## src/design/pscl_pkg.sv

```systemverilog
package pscl_pkg;
	// Control register 0 bit positions
	localparam int CTRL_SPEED_BIT = 13;
	localparam int CTRL_ANEG_BIT = 12;
	localparam int CTRL_DUPLEX_BIT = 8;
	// Advertisement register 4 bit positions (100 full, 10 full)
	localparam int ADV_SPEED_BIT = 8;
	localparam int ADV_DUPLEX_BIT = 6;
	// Address strap width and default
	localparam int ADDR_W = 5;
	localparam logic [4:0] ADDR_DEFAULT = 5'h01;
	// Control register reset value with no straps (speed, aneg, duplex)
	localparam logic [15:0] CTRL_RESET = 16'h3100;
	// Advertisement register reset value with no straps
	localparam logic [15:0] ADV_RESET = 16'h01E1;
	// Least chip reset time in ns and in cycles at 200 MHz
	localparam int RESET_MIN_NS = 50000;
	localparam int CLK_PERIOD_NS = 5;
	localparam int RESET_MIN_CYC =
		(RESET_MIN_NS + CLK_PERIOD_NS - 1) / CLK_PERIOD_NS;
endpackage

```

## src/design/pscl_sync3.sv

```systemverilog
`timescale 1ns/1ps
// Three-stage synchroniser; a change counts once stages two and three agree
module pscl_sync3 #(
	parameter int W = 1
) (
	// Clocking
	input wire logic clock,
	input wire logic srst,
	input wire logic clkEn,
	// Data
	input wire logic [W-1:0] din,
	output logic [W-1:0] dout
);
	logic [W-1:0] s1_reg;
	logic [W-1:0] s2_reg;
	logic [W-1:0] s3_reg;

	// A zero-width chain has nothing to carry
	generate
		if (W < 1) begin : g_bad_w
			$error("pscl_sync3 needs W of at least 1");
		end
	endgenerate

	// Shift chain; the first stage feeds only the second
	always_ff @(posedge clock) begin
		if (srst) begin
			s1_reg <= '0;
			s2_reg <= '0;
			s3_reg <= '0;
		end else if (clkEn) begin
			s1_reg <= din;
			s2_reg <= s1_reg;
			s3_reg <= s2_reg;
		end
	end

	// Filtered output, per bit
	genvar i;
	generate
		for (i = 0; i < W; i++) begin : g_bit
			always_ff @(posedge clock) begin
				if (srst) begin
					dout[i] <= 1'b0;
				end else if (clkEn && s2_reg[i] == s3_reg[i]) begin
					dout[i] <= s3_reg[i];
				end
			end
		end
	endgenerate
endmodule

```

## src/design/pscl_strap_latch.sv

```systemverilog
`timescale 1ns/1ps
// Contract
// - Sample straps in reset, hold after release
// - Strap pins input in reset, output after
// - Latch five-bit station address, default 00001
// - Loopback strap high enables loopback
// - Isolate strap high enables isolate
// - Reduced strap high selects RMII
// - Back-to-back strap high enables it
// - Speed strap loads control bit 13
// - Speed strap high sets speed advertisement
// - Fiber mode, speed zero disables fault
// - Duplex strap loads control bit 8
// - Duplex strap high sets duplex advertisement
// - Autoneg strap loads control bit 12
// - Power-down input low powers down
// - Fiber strap zero disables fiber mode
module pscl_strap_latch
	import pscl_pkg::*;
(
	// Clocking
	input wire logic clock,
	input wire logic srst,
	input wire logic clkEn,
	// Active-low chip reset pin (asynchronous to clock)
	input wire logic chipRst_n,
	// Strap pin inputs (pull resolved by the board side)
	input wire logic [pscl_pkg::ADDR_W-1:0] station_addr_strap,
	input wire logic coding_loopback_strap,
	input wire logic isolate_strap,
	input wire logic reduced_if_strap,
	input wire logic reduced_back_to_back_strap,
	input wire logic speed_select_strap,
	input wire logic duplex_strap,
	input wire logic autoneg_enable_strap,
	input wire logic fiber_mode_strap,
	input wire logic power_down_n,
	// Output functions of the shared pins after reset
	input wire logic [pscl_pkg::ADDR_W-1:0] addrPinFunc,
	input wire logic [8:0] pinFunc,
	output logic [pscl_pkg::ADDR_W-1:0] addrPinOut,
	output logic [pscl_pkg::ADDR_W-1:0] addrPinOe,
	output logic [8:0] pinOut,
	output logic [8:0] pinOe,
	// Management writes to control and advertisement registers
	input wire logic ctrlWrEn,
	input wire logic [15:0] ctrlWrData,
	input wire logic advWrEn,
	input wire logic [15:0] advWrData,
	// Latched configuration
	output logic [pscl_pkg::ADDR_W-1:0] stationAddr,
	output logic loopbackMode,
	output logic isolateMode,
	output logic reducedMode,
	output logic backToBackMode,
	output logic fiberMode,
	output logic farEndFaultEn,
	output logic powerDown,
	output logic inReset,
	output logic [15:0] ctrlReg,
	output logic [15:0] advReg
);
	// Synchronised pin levels
	logic rstSync_n;
	logic [ADDR_W-1:0] addrSync;
	logic [8:0] strapSync;
	logic [ADDR_W+9:0] syncIn;
	logic [ADDR_W+9:0] syncOut;
	logic chipRstActive;
	// Synced release seen one edge late, to hold the window open
	logic rstSyncD_reg;
	// Strap sampling happens at this edge
	logic sampleNow;

	// One three-stage chain for every pin; strap ordering below
	assign syncIn = {chipRst_n, station_addr_strap, power_down_n,
		fiber_mode_strap, autoneg_enable_strap, duplex_strap,
		speed_select_strap, reduced_back_to_back_strap,
		reduced_if_strap, isolate_strap, coding_loopback_strap};

	pscl_sync3 #(.W(ADDR_W + 10)) u_sync (
		.clock(clock),
		.srst(srst),
		.clkEn(clkEn),
		.din(syncIn),
		.dout(syncOut)
	);

	assign rstSync_n = syncOut[ADDR_W+9];
	assign addrSync = syncOut[ADDR_W+8:9];
	assign strapSync = syncOut[8:0];
	// Either reset source opens a sampling window. The reset pin and the
	// straps share one chain, so fresh strap levels land together with
	// the synced release; the delayed copy keeps one more sampling edge.
	assign chipRstActive = srst | ~rstSync_n | ~rstSyncD_reg;
	assign sampleNow = clkEn & chipRstActive;

	// One-edge delay of the synced release
	always_ff @(posedge clock) begin
		if (srst) begin
			rstSyncD_reg <= 1'b0;
		end else if (clkEn) begin
			rstSyncD_reg <= rstSync_n;
		end
	end

	// Reset-window flag; also covers power-up via srst
	always_ff @(posedge clock) begin
		if (srst) begin
			inReset <= 1'b1;
		end else if (clkEn) begin
			inReset <= ~rstSync_n;
		end
	end

	// keep sampling in reset
	// Straps track pins while reset lasts and freeze on release.
	// A short chip reset (below 's bound) may catch settling pulls.
	always_ff @(posedge clock) begin
		if (srst) begin
			stationAddr <= ADDR_DEFAULT;
			loopbackMode <= 1'b0;
			isolateMode <= 1'b0;
			reducedMode <= 1'b0;
			backToBackMode <= 1'b0;
			fiberMode <= 1'b0;
		end else if (clkEn && chipRstActive) begin
			stationAddr <= addrSync;
			loopbackMode <= strapSync[0];
			isolateMode <= strapSync[1];
			reducedMode <= strapSync[2];
			backToBackMode <= strapSync[3];
			fiberMode <= strapSync[7];
		end
	end

	// fault enable rule
	// Fault signalling only meaningful in fiber mode with speed latched high
	always_ff @(posedge clock) begin
		if (srst) begin
			farEndFaultEn <= 1'b0;
		end else if (clkEn && chipRstActive) begin
			farEndFaultEn <= strapSync[7] & strapSync[4];
		end
	end

	// power-down input
	// Live level, not latched: the pin may change at any time
	always_ff @(posedge clock) begin
		if (srst) begin
			powerDown <= 1'b0;
		end else if (clkEn) begin
			powerDown <= ~strapSync[8];
		end
	end

	// Control register 0: strap defaults, then software owns it
	always_ff @(posedge clock) begin
		if (srst) begin
			ctrlReg <= CTRL_RESET;
		end else if (clkEn) begin
			if (chipRstActive) begin
				ctrlReg <= CTRL_RESET;
				ctrlReg[CTRL_SPEED_BIT] <= strapSync[4];
				ctrlReg[CTRL_DUPLEX_BIT] <= strapSync[5];
				ctrlReg[CTRL_ANEG_BIT] <= strapSync[6];
			end else if (ctrlWrEn) begin
				ctrlReg <= ctrlWrData;
			end
		end
	end

	// Advertisement register 4: 100 full, 100 half and 10 full bits follow straps; 10 half stays set
	always_ff @(posedge clock) begin
		if (srst) begin
			advReg <= ADV_RESET;
		end else if (clkEn) begin
			if (chipRstActive) begin
				advReg <= ADV_RESET;
				advReg[ADV_SPEED_BIT-1] <= strapSync[4];
				advReg[ADV_DUPLEX_BIT] <= strapSync[5];
				advReg[ADV_SPEED_BIT] <= strapSync[4] & strapSync[5];
			end else if (advWrEn) begin
				advReg <= advWrData;
			end
		end
	end

	// pin direction
	// Pins float (inputs) during reset, drive their functions after
	always_ff @(posedge clock) begin
		if (srst) begin
			addrPinOe <= '0;
			addrPinOut <= '0;
			pinOe <= '0;
			pinOut <= '0;
		end else if (clkEn) begin
			addrPinOe <= {ADDR_W{~chipRstActive}};
			pinOe <= {9{~chipRstActive}};
			addrPinOut <= chipRstActive ? '0 : addrPinFunc;
			pinOut <= chipRstActive ? '0 : pinFunc;
		end
	end

	// Helper: cycles since the reset window closed
	logic [3:0] relCnt_reg;
	always_ff @(posedge clock) begin
		if (srst) begin
			relCnt_reg <= '0;
		end else if (clkEn) begin
			if (chipRstActive) begin
				relCnt_reg <= '0;
			end else if (relCnt_reg != 4'hF) begin
				relCnt_reg <= relCnt_reg + 4'h1;
			end
		end
	end
endmodule

```

## config.mk

```make
export PLATFORM = sky130hd
export DESIGN_NAME = pscl_strap_latch
export DESIGN_NICKNAME = d
export VERILOG_FILES = /design/src/design/pscl_pkg.sv /design/src/design/pscl_sync3.sv /design/src/design/pscl_strap_latch.sv
export SDC_FILE = /design/constraint.sdc
export NUM_CORES = 1
export LEC_CHECK = 0
export ABC_AREA = 1
export BUFFER_PORTS_ARGS = -buffer_cell sky130_fd_sc_hd__buf_2
export CAP_MARGIN = 30
export CORE_MARGIN = 2
export CORE_UTILIZATION = 30
export CTS_BUF_LIST = sky130_fd_sc_hd__clkbuf_16
export DETAILED_ROUTE_END_ITERATION = 8
export GPL_TIMING_DRIVEN = 0
export REMOVE_ABC_BUFFERS = 1
export SKIP_CTS_REPAIR_TIMING = 1
export SYNTH_ARGS = -nofsm -noshare
export SYNTH_HDL_FRONTEND = slang
export SYNTH_SLANG_ARGS = --single-unit
```

## constraint.sdc

```tcl
create_clock -name clock -period 1.2 [get_ports clock]
set_input_delay 0.06 -clock clock [delete_from_list [all_inputs] [get_ports clock]]
set_output_delay 0.06 -clock clock [all_outputs]
set_load 0.03 [all_outputs]
```

==> After elaboration in Yosys (flattened, before gate mapping) <==
Index checks and enable logic that the tools add are counted.
W data, S select, Z words.
{ "classes": {"eq_ne": 15, "n_mux": 6, "n_bitwise": 8, "reduce_logical": 20} }
{ "op_table": {"columns": ["operator", "count"], "rows": [
  ["$mux W16", 4],
  ["$logic_and A1 B1 Y1", 16],
  ["$eq A1 B1 Y1", 15],
  ["$mux W9", 1],
  ["$mux W5", 1],
  ["$not A1 Y1", 4],
  ["$reduce_and A2 Y1", 2],
  ["$reduce_bool A2 Y1", 2],
  ["$and A1 B1 Y1", 2],
  ["$or A1 B1 Y1", 2]
]} }
{ "word_totals": {"regBits": 122, "input_bits": 66, "output_inout_bits": 73} }

==> Longest topological paths before layout <==
Gate-level depths: netlist of run 1.
{ "logic_depth": {"ltp_word": 5, "depth_mapped": 8, "ltp_nobuf": 7} }

==> Cells and area by module <==
From an unflattened synthesis of run 1, not the netlist that was laid out.
{ "unflattened": {"cells_unflattened": 641, "hier_area_um2": 4724.5} }
{ "modules_own_cells": {"columns": ["module", "instances", "cells_per_inst", "area_per_inst_um2", "seq_area_each_um2"], "rows": [
  ["pscl_strap_latch", 1, 311, 2383.5, 1221.2],
  ["pscl_sync3", 1, 330, 2341.0, 1201.2]
]} }

==> Worst setup path after synthesis of run 1 <==
No wires, ideal clock.
{ "synth_timing": {"path_kind": "reg2reg", "from": "reg u_sync.dout[14]", "to": "reg advReg[1]", "setup_time_ps": 70, "t_arrival_ps": 1159, "slack_ps": -29, "path_stages_with_launch": 8, "n_path_buf": 3, "synth_period_minus_slack_ps": 1229, "cell_sequence": "dfxtp_1 > buf_2 > nand3_1 > buf_6 > nor2_1 > buf_2 > nand2_1 > a21oi_1"} }
{ "synth_between": {"elab_chain_cells": 5, "elab_cells_between_ends": 6, "cone_classes": "mux: 1; bitwise: 3; reduce/logical: 2"} }
{ "synth_rtl": {"columns": ["element", "line", "source"], "rows": [
  ["start, declared", "pscl_sync3.sv:12", "output logic [W-1:0] dout"],
  ["start signal, assigned by index", "pscl_sync3.sv:46", "dout[i] <= s3_reg[i];"],
  ["$not A1 Y1 *", "pscl_strap_latch.sv:95", "assign chipRstActive = srst | ~rstSync_n | ~rstSyncD_reg;"],
  ["$or A1 B1 Y1 * (2 in series)", "pscl_strap_latch.sv:95", null],
  ["$reduce_bool A2 Y1 (no line)", null, null],
  ["$reduce_and A2 Y1 (no line)", null, null],
  ["end signal, assigned by index", "pscl_strap_latch.sv:180", "advReg[ADV_SPEED_BIT-1] <= strapSync[4];"],
  ["end signal, assigned by index", "pscl_strap_latch.sv:181", "advReg[ADV_DUPLEX_BIT] <= strapSync[5];"],
  ["end signal, assigned by index", "pscl_strap_latch.sv:182", "advReg[ADV_SPEED_BIT] <= strapSync[4] & strapSync[5];"],
  ["end, declared", "pscl_strap_latch.sv:61", "output logic [15:0] advReg"]
]} }
Mark *: on every way between the ends. The rest lies on a longest branch, timed or not.
A chain may end at the register's enable or synchronous reset.

==> Worst setup path after layout of run 1 <==
{ "layout_timing": {"from": "reg u_sync.dout[14]", "to": "reg advReg[15]"} }
Same word-level chain as after synthesis.

==> impl_metrics.tcl, run 1 <==
set metrics [dict create \
    drt_pass1_iterations 4 \
    violations "negative setup slack" \
    setup_tns_ns -0.821 \
    cts_buffers 17 \
    gp_routability_congestion 0.752 \
    synth.distinct_cells 21 \
    grtUsageTotal 0.143 \
    synthTopCellsByArea "dfxtp_1, nand2_1, nor2_1, o21ai_0, a21oi_1" \
    coreArea_um2 14500 \
    cp_slowest_cell "dfxtp_4" \
    antenna_found_initial 0 \
    clock_latency_ns 0.41 \
    grt_pass1_wl_um 18100 \
    cp_max_fo 11 \
    r2r.worst_path.cells 5 \
    slew_violations 0 \
    area.sequential_um2 2430 \
    drc 0 \
    max_stage_delay_ns 0.40 \
    powerDensity_nw_per_um2 1560 \
    drt-total-wl_um 12500 \
    ioPinCount 139 \
    final_area_um2 6590 \
    cp-start-kind "flop" \
    layout.nets 817 \
    num_antenna_cells 0 \
    critical_path.top_delay_family "simple AND/OR/NAND/NOR gates" \
    min_path_cells 5 \
    cp_cell_sequence "buf_4 -> nand3_2 -> nand2_8 -> nand3_1 -> a21oi_2" \
    hold_slack_ns 0.0131 \
    utilization 0.453 \
    fin_worst_skew_ns 0.00472 \
    endpoint_kind "flop" \
    yosys.area.top_type "dfxtp_1" \
    vias_per_cell 4.55 \
    reg.largest.list "advReg: 16 flops, ctrlReg: 16 flops" \
    crit_type "flop to flop" \
    netlist_instances 572 \
    grt_pass1_vias 3727 \
    cts_root_buffer "clkbuf_16" \
    start_util 0.307 \
    placed_area_um2 5150 \
    dp_hpwl_um 6850 \
    clockBufferDepth 2 \
    layout_common_cells "buf_2, nand2_1, dfxtp_1" \
    clk_pin_slew_ns 0.06 \
    final_common_cell "buf_2" \
    die_x_um 126 \
    drt_iter0_markers 194 \
    finalCritPeriodShare 1.05 \
    seq_area_frac_synth 0.543 \
    setup_viol 31 \
    nFillCells 1468 \
    slew_headroom 0.582 \
    vias 4311 \
    cp_num_cells 5 \
    layout_min_cycle_time_ns 1.26 \
    outcome "finished with violations" \
    dp_worst_setup_slack_ns -2.73 \
    htreeDepth 4 \
    required_ns 1.55 \
    leakage_nw 2.98 \
    drive_above_1_share 0.262 \
    rsz0062_at_grt "yes" \
    synth_seq_cells 121 \
    die_area_um2 15900 \
    area_growth_pct 47.7 \
    fp-row-count 44 \
    multiInputGateArea_um2 1870 \
    timing_hold_violations_final 0 \
    ir_drop_v 0.000947 \
    critPathArrivalTime_ns 1.60 \
    gr-total-overflow 0 \
    drt-wirelength-per-cell_um 13.2 \
    worstMarginPinSlew_ns 0.627 \
    antenna_left 0 \
    tritoncts "done" \
    path_buf_inv 1 \
    fmax_ghz 0.795 \
    synth_top_area_share 0.543 \
    die_y_um 126 \
    synth_area_um2 4460 \
    numClockSinks 121 \
    grt_max_degree 63 \
    cap_violations 0 \
    port_buffers 138 \
    yosys_warnings 0 \
    layout_setup_ws_ns -0.0577 \
    hp-class "input pin to flop" \
    syn_avg_cell_area_um2 7.80 \
]
-- worst min-delay path, cell delays in order --
cell and delay (ns):
buf_2 0.07, nand4_1 0.09, nand2_1 0.07, nand2_1 0.05, nand3_1 0.05
-- power by group --
part / leakage, nW / total, mW / switching (mW) / internal, mW
Combinational: 1.69 / 0.873 / 0.512 / 0.361
Sequential: 0.991 / 4.23 / 0.0725 / 4.15
Clock: 0.298 / 5.15 / 1.76 / 3.40
-- metrics by stage --
step / power [mW] / std cells
finish: 10.3 / 948
global route: 10.7 / 948
CTS: 10.2 / 877
detailed placement: 4.99 / 845
global placement: 4.98 / 844
floorplan: 4.67 / 522
-- path summary, 6_finish.rpt --
check,startpoint,to,slack (ns)
max,u_sync.dout[14]$_SDFFE_PP0P_,advReg[15]$_SDFFE_PP0P_,-0.06
min,ctrlWrData[12],ctrlReg[12]$_SDFFE_PP1P_,0.01
max reg2reg,u_sync.dout[14]$_SDFFE_PP0P_,advReg[15]$_SDFFE_PP0P_,-0.06
min reg2reg,advReg[5]$_SDFFE_PP1P_,advReg[5]$_SDFFE_PP1P_,0.45
-- layer usage --
metal	GRT usage	vias to the layer above	wire [um]	share of wire
met2	0.238	88	6020	0.48
met5	0	-	0	0
met3	0.0455	25	491	0.039
li1	-	2237	-	-
met4	0.0640	0	274	0.022
met1	0.169	1961	5730	0.46
-- kinds of logic (layout without fill, tap and decap cells) --
group	after synthesis	in the layout	synth area share
DFF	121	121	0.543
and+or+nand+nor	262	266	0.238
AOI/OAI and AO/OA	130	130	0.152
buffers and inverters	59	247	0.0670
-- cell usage after synthesis --
| master | n |
|---|---|
| o21ai_1 | 4 |
| nor2_1 | 88 |
| buf_1 | 1 |
| nand4_1 | 6 |
| dfxtp_1 | 121 |
| buf_6 | 1 |
| nand3b_1 | 1 |
| nor2_2 | 3 |
| buf_2 | 11 |
| clkbuf_1 | 22 |
| o21ai_0 | 60 |
| inv_1 | 6 |
| nand2_1 | 124 |
| a21oi_1 | 55 |
| clkinv_1 | 2 |
| buf_4 | 15 |
| nand3_1 | 39 |
| o22a_1 | 1 |
| o21bai_1 | 10 |
| inv_2 | 1 |
| nand2_2 | 1 |
-- cell type report --
cell class	instances	share of cell area
clock inverter	15	0.0251
timing repair inverter	1	0.00114
inverter	9	0.00797
timing repair buffer	205	0.213
sequential	121	0.369
multi-input combinational	396	0.284
tap	184	0.0349
clock buffer	17	0.0646
Note: power is estimated with default switching activity, not from simulation.
==> inputs of run 2 (changes only) <==
--- a/config.mk
+++ b/config.mk
@@ -13,6 +13,7 @@
 export CTS_BUF_LIST = sky130_fd_sc_hd__clkbuf_16
 export DETAILED_ROUTE_END_ITERATION = 8
 export GPL_TIMING_DRIVEN = 0
+export PLACE_DENSITY = 0.59
 export REMOVE_ABC_BUFFERS = 1
 export SKIP_CTS_REPAIR_TIMING = 1
 export SYNTH_ARGS = -nofsm -noshare
==> impl_metrics.tcl, run 2 (same netlist as run 1, synthesis figures left out) <==
set metrics [dict create \
    antenna_left 0 \
    clock_latency_ns 0.41 \
    finalCritPeriodShare 1.06 \
    vias_per_cell 4.59 \
    layout_min_cycle_time_ns 1.27 \
    power_mw 10.5 \
    drive_above_1_share 0.276 \
    gp_routability_congestion 0.754 \
    violations "negative hold slack, negative setup slack" \
    critPathArrivalTime_ns 1.61 \
    dp_cells 846 \
    critical_path.top_delay_family "flip-flops" \
    hp-class "input pin to flop" \
    crit_top_cell "buf_12" \
    slew_headroom 0.564 \
    rsz0062_at_grt "yes" \
    cts_buffers 17 \
    grt_max_degree 63 \
    grt_pass1_wl_um 17500 \
    layout_common_cells "buf_2, nand2_1, dfxtp_1" \
    nFillCells 1451 \
    endpoint_kind "flop" \
    drc 0 \
    cp-start-kind "flop" \
    gr-total-overflow 0 \
    die_area_um2 15900 \
    grt_pass1_vias 3463 \
    ioPinCount 139 \
    hold_slack_ns -0.0165 \
    tritoncts "done" \
    placed_area_um2 5160 \
    clockBufferDepth 2 \
    htreeDepth 4 \
    area_growth_pct 48.4 \
    fp-row-count 44 \
    rr_startpoint "u_sync.dout[14]$_SDFFE_PP0P_" \
    final_area_um2 6620 \
    fin_cells 948 \
    drt-total-wl_um 12200 \
    timing_hold_violations_final 5 \
    cap_violations 0 \
    num_antenna_cells 0 \
    port_buffers 138 \
    cts_root_buffer "clkbuf_16" \
    cp_max_fo 13 \
    slew_violations 0 \
    start_util 0.307 \
    outcome "finished with violations" \
    ir_drop_v 0.000907 \
    dp_worst_setup_slack_ns -2.68 \
    max_stage_delay_ns 0.38 \
    setup_viol 27 \
    layout_setup_ws_ns -0.0722 \
    reg.largest.list "advReg: 16 flops, ctrlReg: 16 flops" \
    crit_start "u_sync.dout[14]$_SDFFE_PP0P_" \
    fin_worst_skew_ns 0.00442 \
    worstMarginPinSlew_ns 0.654 \
    crit_type "flop to flop" \
    grtUsageTotal 0.138 \
    final_common_cell "buf_2" \
    drt-wirelength-per-cell_um 12.9 \
    antenna_found_initial 0 \
    layout.nets 817 \
    cp_cell_sequence "nand3_4 -> buf_12 -> nor2_4 -> buf_12 -> nand2_1 -> a21oi_1" \
    rrSetupSlack_ns -0.07 \
    coreArea_um2 14500 \
    vias 4348 \
    cp_slowest_cell "dfxtp_4" \
    leakage_nw 2.98 \
    clk_pin_slew_ns 0.06 \
    die_x_um 126 \
    drt_iter0_markers 214 \
    path_buf_inv 2 \
    drt_pass1_iterations 6 \
    dp_hpwl_um 6820 \
    numClockSinks 121 \
    die_y_um 126 \
    powerDensity_nw_per_um2 1580 \
    fmax_ghz 0.786 \
    hp-start "srst" \
    required_ns 1.54 \
]
-- run 2: worst reg2reg max path, stage by stage, from the launching register on --
cell     delay, ns
dfxtp_4       0.38
nand3_4       0.18
buf_12        0.20
nor2_4        0.11
buf_12        0.14
nand2_1       0.06
a21oi_1       0.14
-- run 2: layer usage --
metal	GRT usage	vias up	wire length, um
met1	0.178	1976	5570
met4	0.0608	0	268
li1	-	2243	-
met2	0.207	109	5780
met3	0.0514	20	597
met5	0	-	0
-- run 2: final cells by class --
type | count | area [um^2] | area share
sequential | 121 | 2430 | 0.367
multi-input combinational | 395 | 1870 | 0.282
timing repair buffer | 206 | 1400 | 0.212
clock buffer | 17 | 425 | 0.0642
tap | 184 | 230 | 0.0348
clock inverter | 15 | 201 | 0.0304
inverter | 9 | 56.3 | 0.00850
timing repair inverter | 1 | 7.51 | 0.00113
-- run 2: final timing paths --
check	to	depth (start not counted)
setup / recovery	ctrlReg[14]$_SDFFE_PP0P_	6
hold / removal	advReg[12]$_SDFFE_PP0P_	2
setup reg to reg	ctrlReg[14]$_SDFFE_PP0P_	6
hold reg to reg	advReg[0]$_SDFFE_PP1P_	2
-- run 2: stage by stage --
stage	utilization	TNS [ns]	hold slack [ns]
after floorplan	-	-80.92	0.129
after global placement	0.352	-295.43	0.251
after detailed placement	0.355	-156.46	0.254
after CTS	0.398	-106.38	-0.189
after global routing	0.456	-4.79	-0.0228
final	0.456	-1.12	-0.0165
-- run 2: report_power, final --
part           leakage, nW  internal (mW)  switching (mW)
combinational         1.69          0.356           0.509
sequential           0.991           4.15          0.0734
clock                0.299           3.48            1.89
total                 2.98           7.98            2.47
==> inputs of run 3 (changes only) <==
--- a/config.mk
+++ b/config.mk
@@ -9,11 +9,11 @@
 export BUFFER_PORTS_ARGS = -buffer_cell sky130_fd_sc_hd__buf_2
 export CAP_MARGIN = 30
 export CORE_MARGIN = 2
-export CORE_UTILIZATION = 30
+export CORE_UTILIZATION = 46
 export CTS_BUF_LIST = sky130_fd_sc_hd__clkbuf_16
 export DETAILED_ROUTE_END_ITERATION = 8
 export GPL_TIMING_DRIVEN = 0
-export PLACE_DENSITY = 0.59
+export PLACE_DENSITY = 0.82
 export REMOVE_ABC_BUFFERS = 1
 export SKIP_CTS_REPAIR_TIMING = 1
 export SYNTH_ARGS = -nofsm -noshare
==> impl_metrics.tcl, run 3 (same netlist as run 1, synthesis figures left out) <==
set metrics [dict create \
    critPathArrivalTime_ns 1.61 \
    powerDensity_nw_per_um2 1620 \
    violations "negative setup slack" \
    htreeDepth 4 \
    leakage_nw 3.00 \
    met1Wirelength_um 4970 \
    clockBufferDepth 2 \
    antenna_left 0 \
    cp_slowest_cell "dfxtp_4" \
    drive_above_1_share 0.268 \
    layout_min_cycle_time_ns 1.29 \
    die_y_um 102 \
    cts_buffers 17 \
    finalCritPeriodShare 1.08 \
    ir_drop_v 0.000914 \
    max_stage_delay_ns 0.38 \
    drc 0 \
    tritoncts "done" \
    grtUsageTotal 0.195 \
    cap_violations 0 \
    layout.nets 819 \
    coreArea_um2 9330 \
    ioPinCount 139 \
    hp-class "input pin to flop" \
    port_buffers 138 \
    dp_hpwl_um 6620 \
    gp_routability_congestion 0.732 \
    fin_worst_skew_ns 0.00710 \
    setup_tns_ns -1.36 \
    path_buf_inv 1 \
    crit_start "u_sync.dout[14]$_SDFFE_PP0P_" \
    grt_pass1_vias 3777 \
    rsz0062_at_grt "yes" \
    critical_path.top_delay_family "simple AND/OR/NAND/NOR gates" \
    slew_headroom 0.598 \
    die_x_um 102 \
    dr_wl_met3_um 662 \
    hold_slack_ns 0.0802 \
    area_growth_pct 46.9 \
    vias_per_cell 5.04 \
    hp-start "advWrData[8]" \
    wl_met2_um 6620 \
    required_ns 1.52 \
    num_antenna_cells 0 \
    rrSetupSlack_ns -0.09 \
    power_mw 10.6 \
    fmax_ghz 0.775 \
    drt-wirelength-per-cell_um 14.0 \
    drt_pass1_iterations 4 \
    setup_viol 36 \
    fp-row-count 35 \
    numClockSinks 121 \
    slew_violations 0 \
    worstMarginPinSlew_ns 0.603 \
    drt_iter0_markers 196 \
    outcome "finished with violations" \
    cts_root_buffer "clkbuf_16" \
    drt-total-wl_um 12500 \
    crit_type "flop to flop" \
    vias 4511 \
    layout_setup_ws_ns -0.0908 \
    endpoint_kind "flop" \
    top_layer "met4" \
    start_util 0.478 \
    cp_max_fo 8 \
    dp_worst_setup_slack_ns -2.34 \
    grt_max_degree 63 \
    reg.largest.list "advReg: 16 flops, ctrlReg: 16 flops" \
    rr_startpoint "u_sync.dout[14]$_SDFFE_PP0P_" \
    grt_pass1_wl_um 16300 \
    cp-start-kind "flop" \
    clk_pin_slew_ns 0.05 \
    die_area_um2 10500 \
    layout_common_cells "buf_2, nand2_1, dfxtp_1" \
    timing_hold_violations_final 0 \
    cp_cell_sequence "nand3_4 -> buf_4 -> nor2_4 -> nand2_1 -> a21oi_1" \
    clock_latency_ns 0.40 \
    antenna_found_initial 0 \
    final_common_cell "buf_2" \
    gr-total-overflow 0 \
]
run 3: report_power, final:
group | switching, mW | internal [mW]
clock network | 1.84 | 3.69
registers | 0.0770 | 4.15
logic | 0.509 | 0.373
total | 2.43 | 8.22
run 3: tightest hold or removal path: cells and delay by family:
family	cells	cell delay, ns
buffers and inverters	1	0.09
AND/OR/NAND/NOR	4	0.28
run 3: layout make-up:
type	instances	area, um^2
clock inverter	15	221
clock buffer	17	425
inverter	9	52.6
fill	705	2770
tap	129	161
timing repair buffer	209	1430
timing repair inverter	1	7.51
sequential	121	2430
multi-input combinational	394	1820
run 3: final timing paths:
check	endpoint	cells past startpoint
setup reg to reg	ctrlReg[2]$_SDFFE_PP0P_	5
hold / removal	advReg[8]$_SDFFE_PP1P_	5
setup / recovery	ctrlReg[2]$_SDFFE_PP0P_	5
hold reg to reg	pinOut[2]$_SDFFE_PP0P_	2
run 3: layer usage:
| layer | global-route usage | up-vias |
|---|---|---|
| met5 | 0 | - |
| met4 | 0.0862 | 0 |
| met3 | 0.0492 | 24 |
| met2 | 0.339 | 146 |
| met1 | 0.225 | 2102 |
| li1 | - | 2239 |
run 3: per-stage QoR:
| step | instance area, um^2 | instances | utilization |
|---|---|---|---|
| 2_1_floorplan | 4200 | 522 | - |
| 3_3_place_gp | 5050 | 789 | 0.541 |
| 3_5_place_dp | 5080 | 790 | 0.544 |
| 4_1_cts | 5720 | 822 | 0.614 |
| 5_1_grt | 6560 | 895 | 0.703 |
| 6_report | 6560 | 895 | 0.703 |
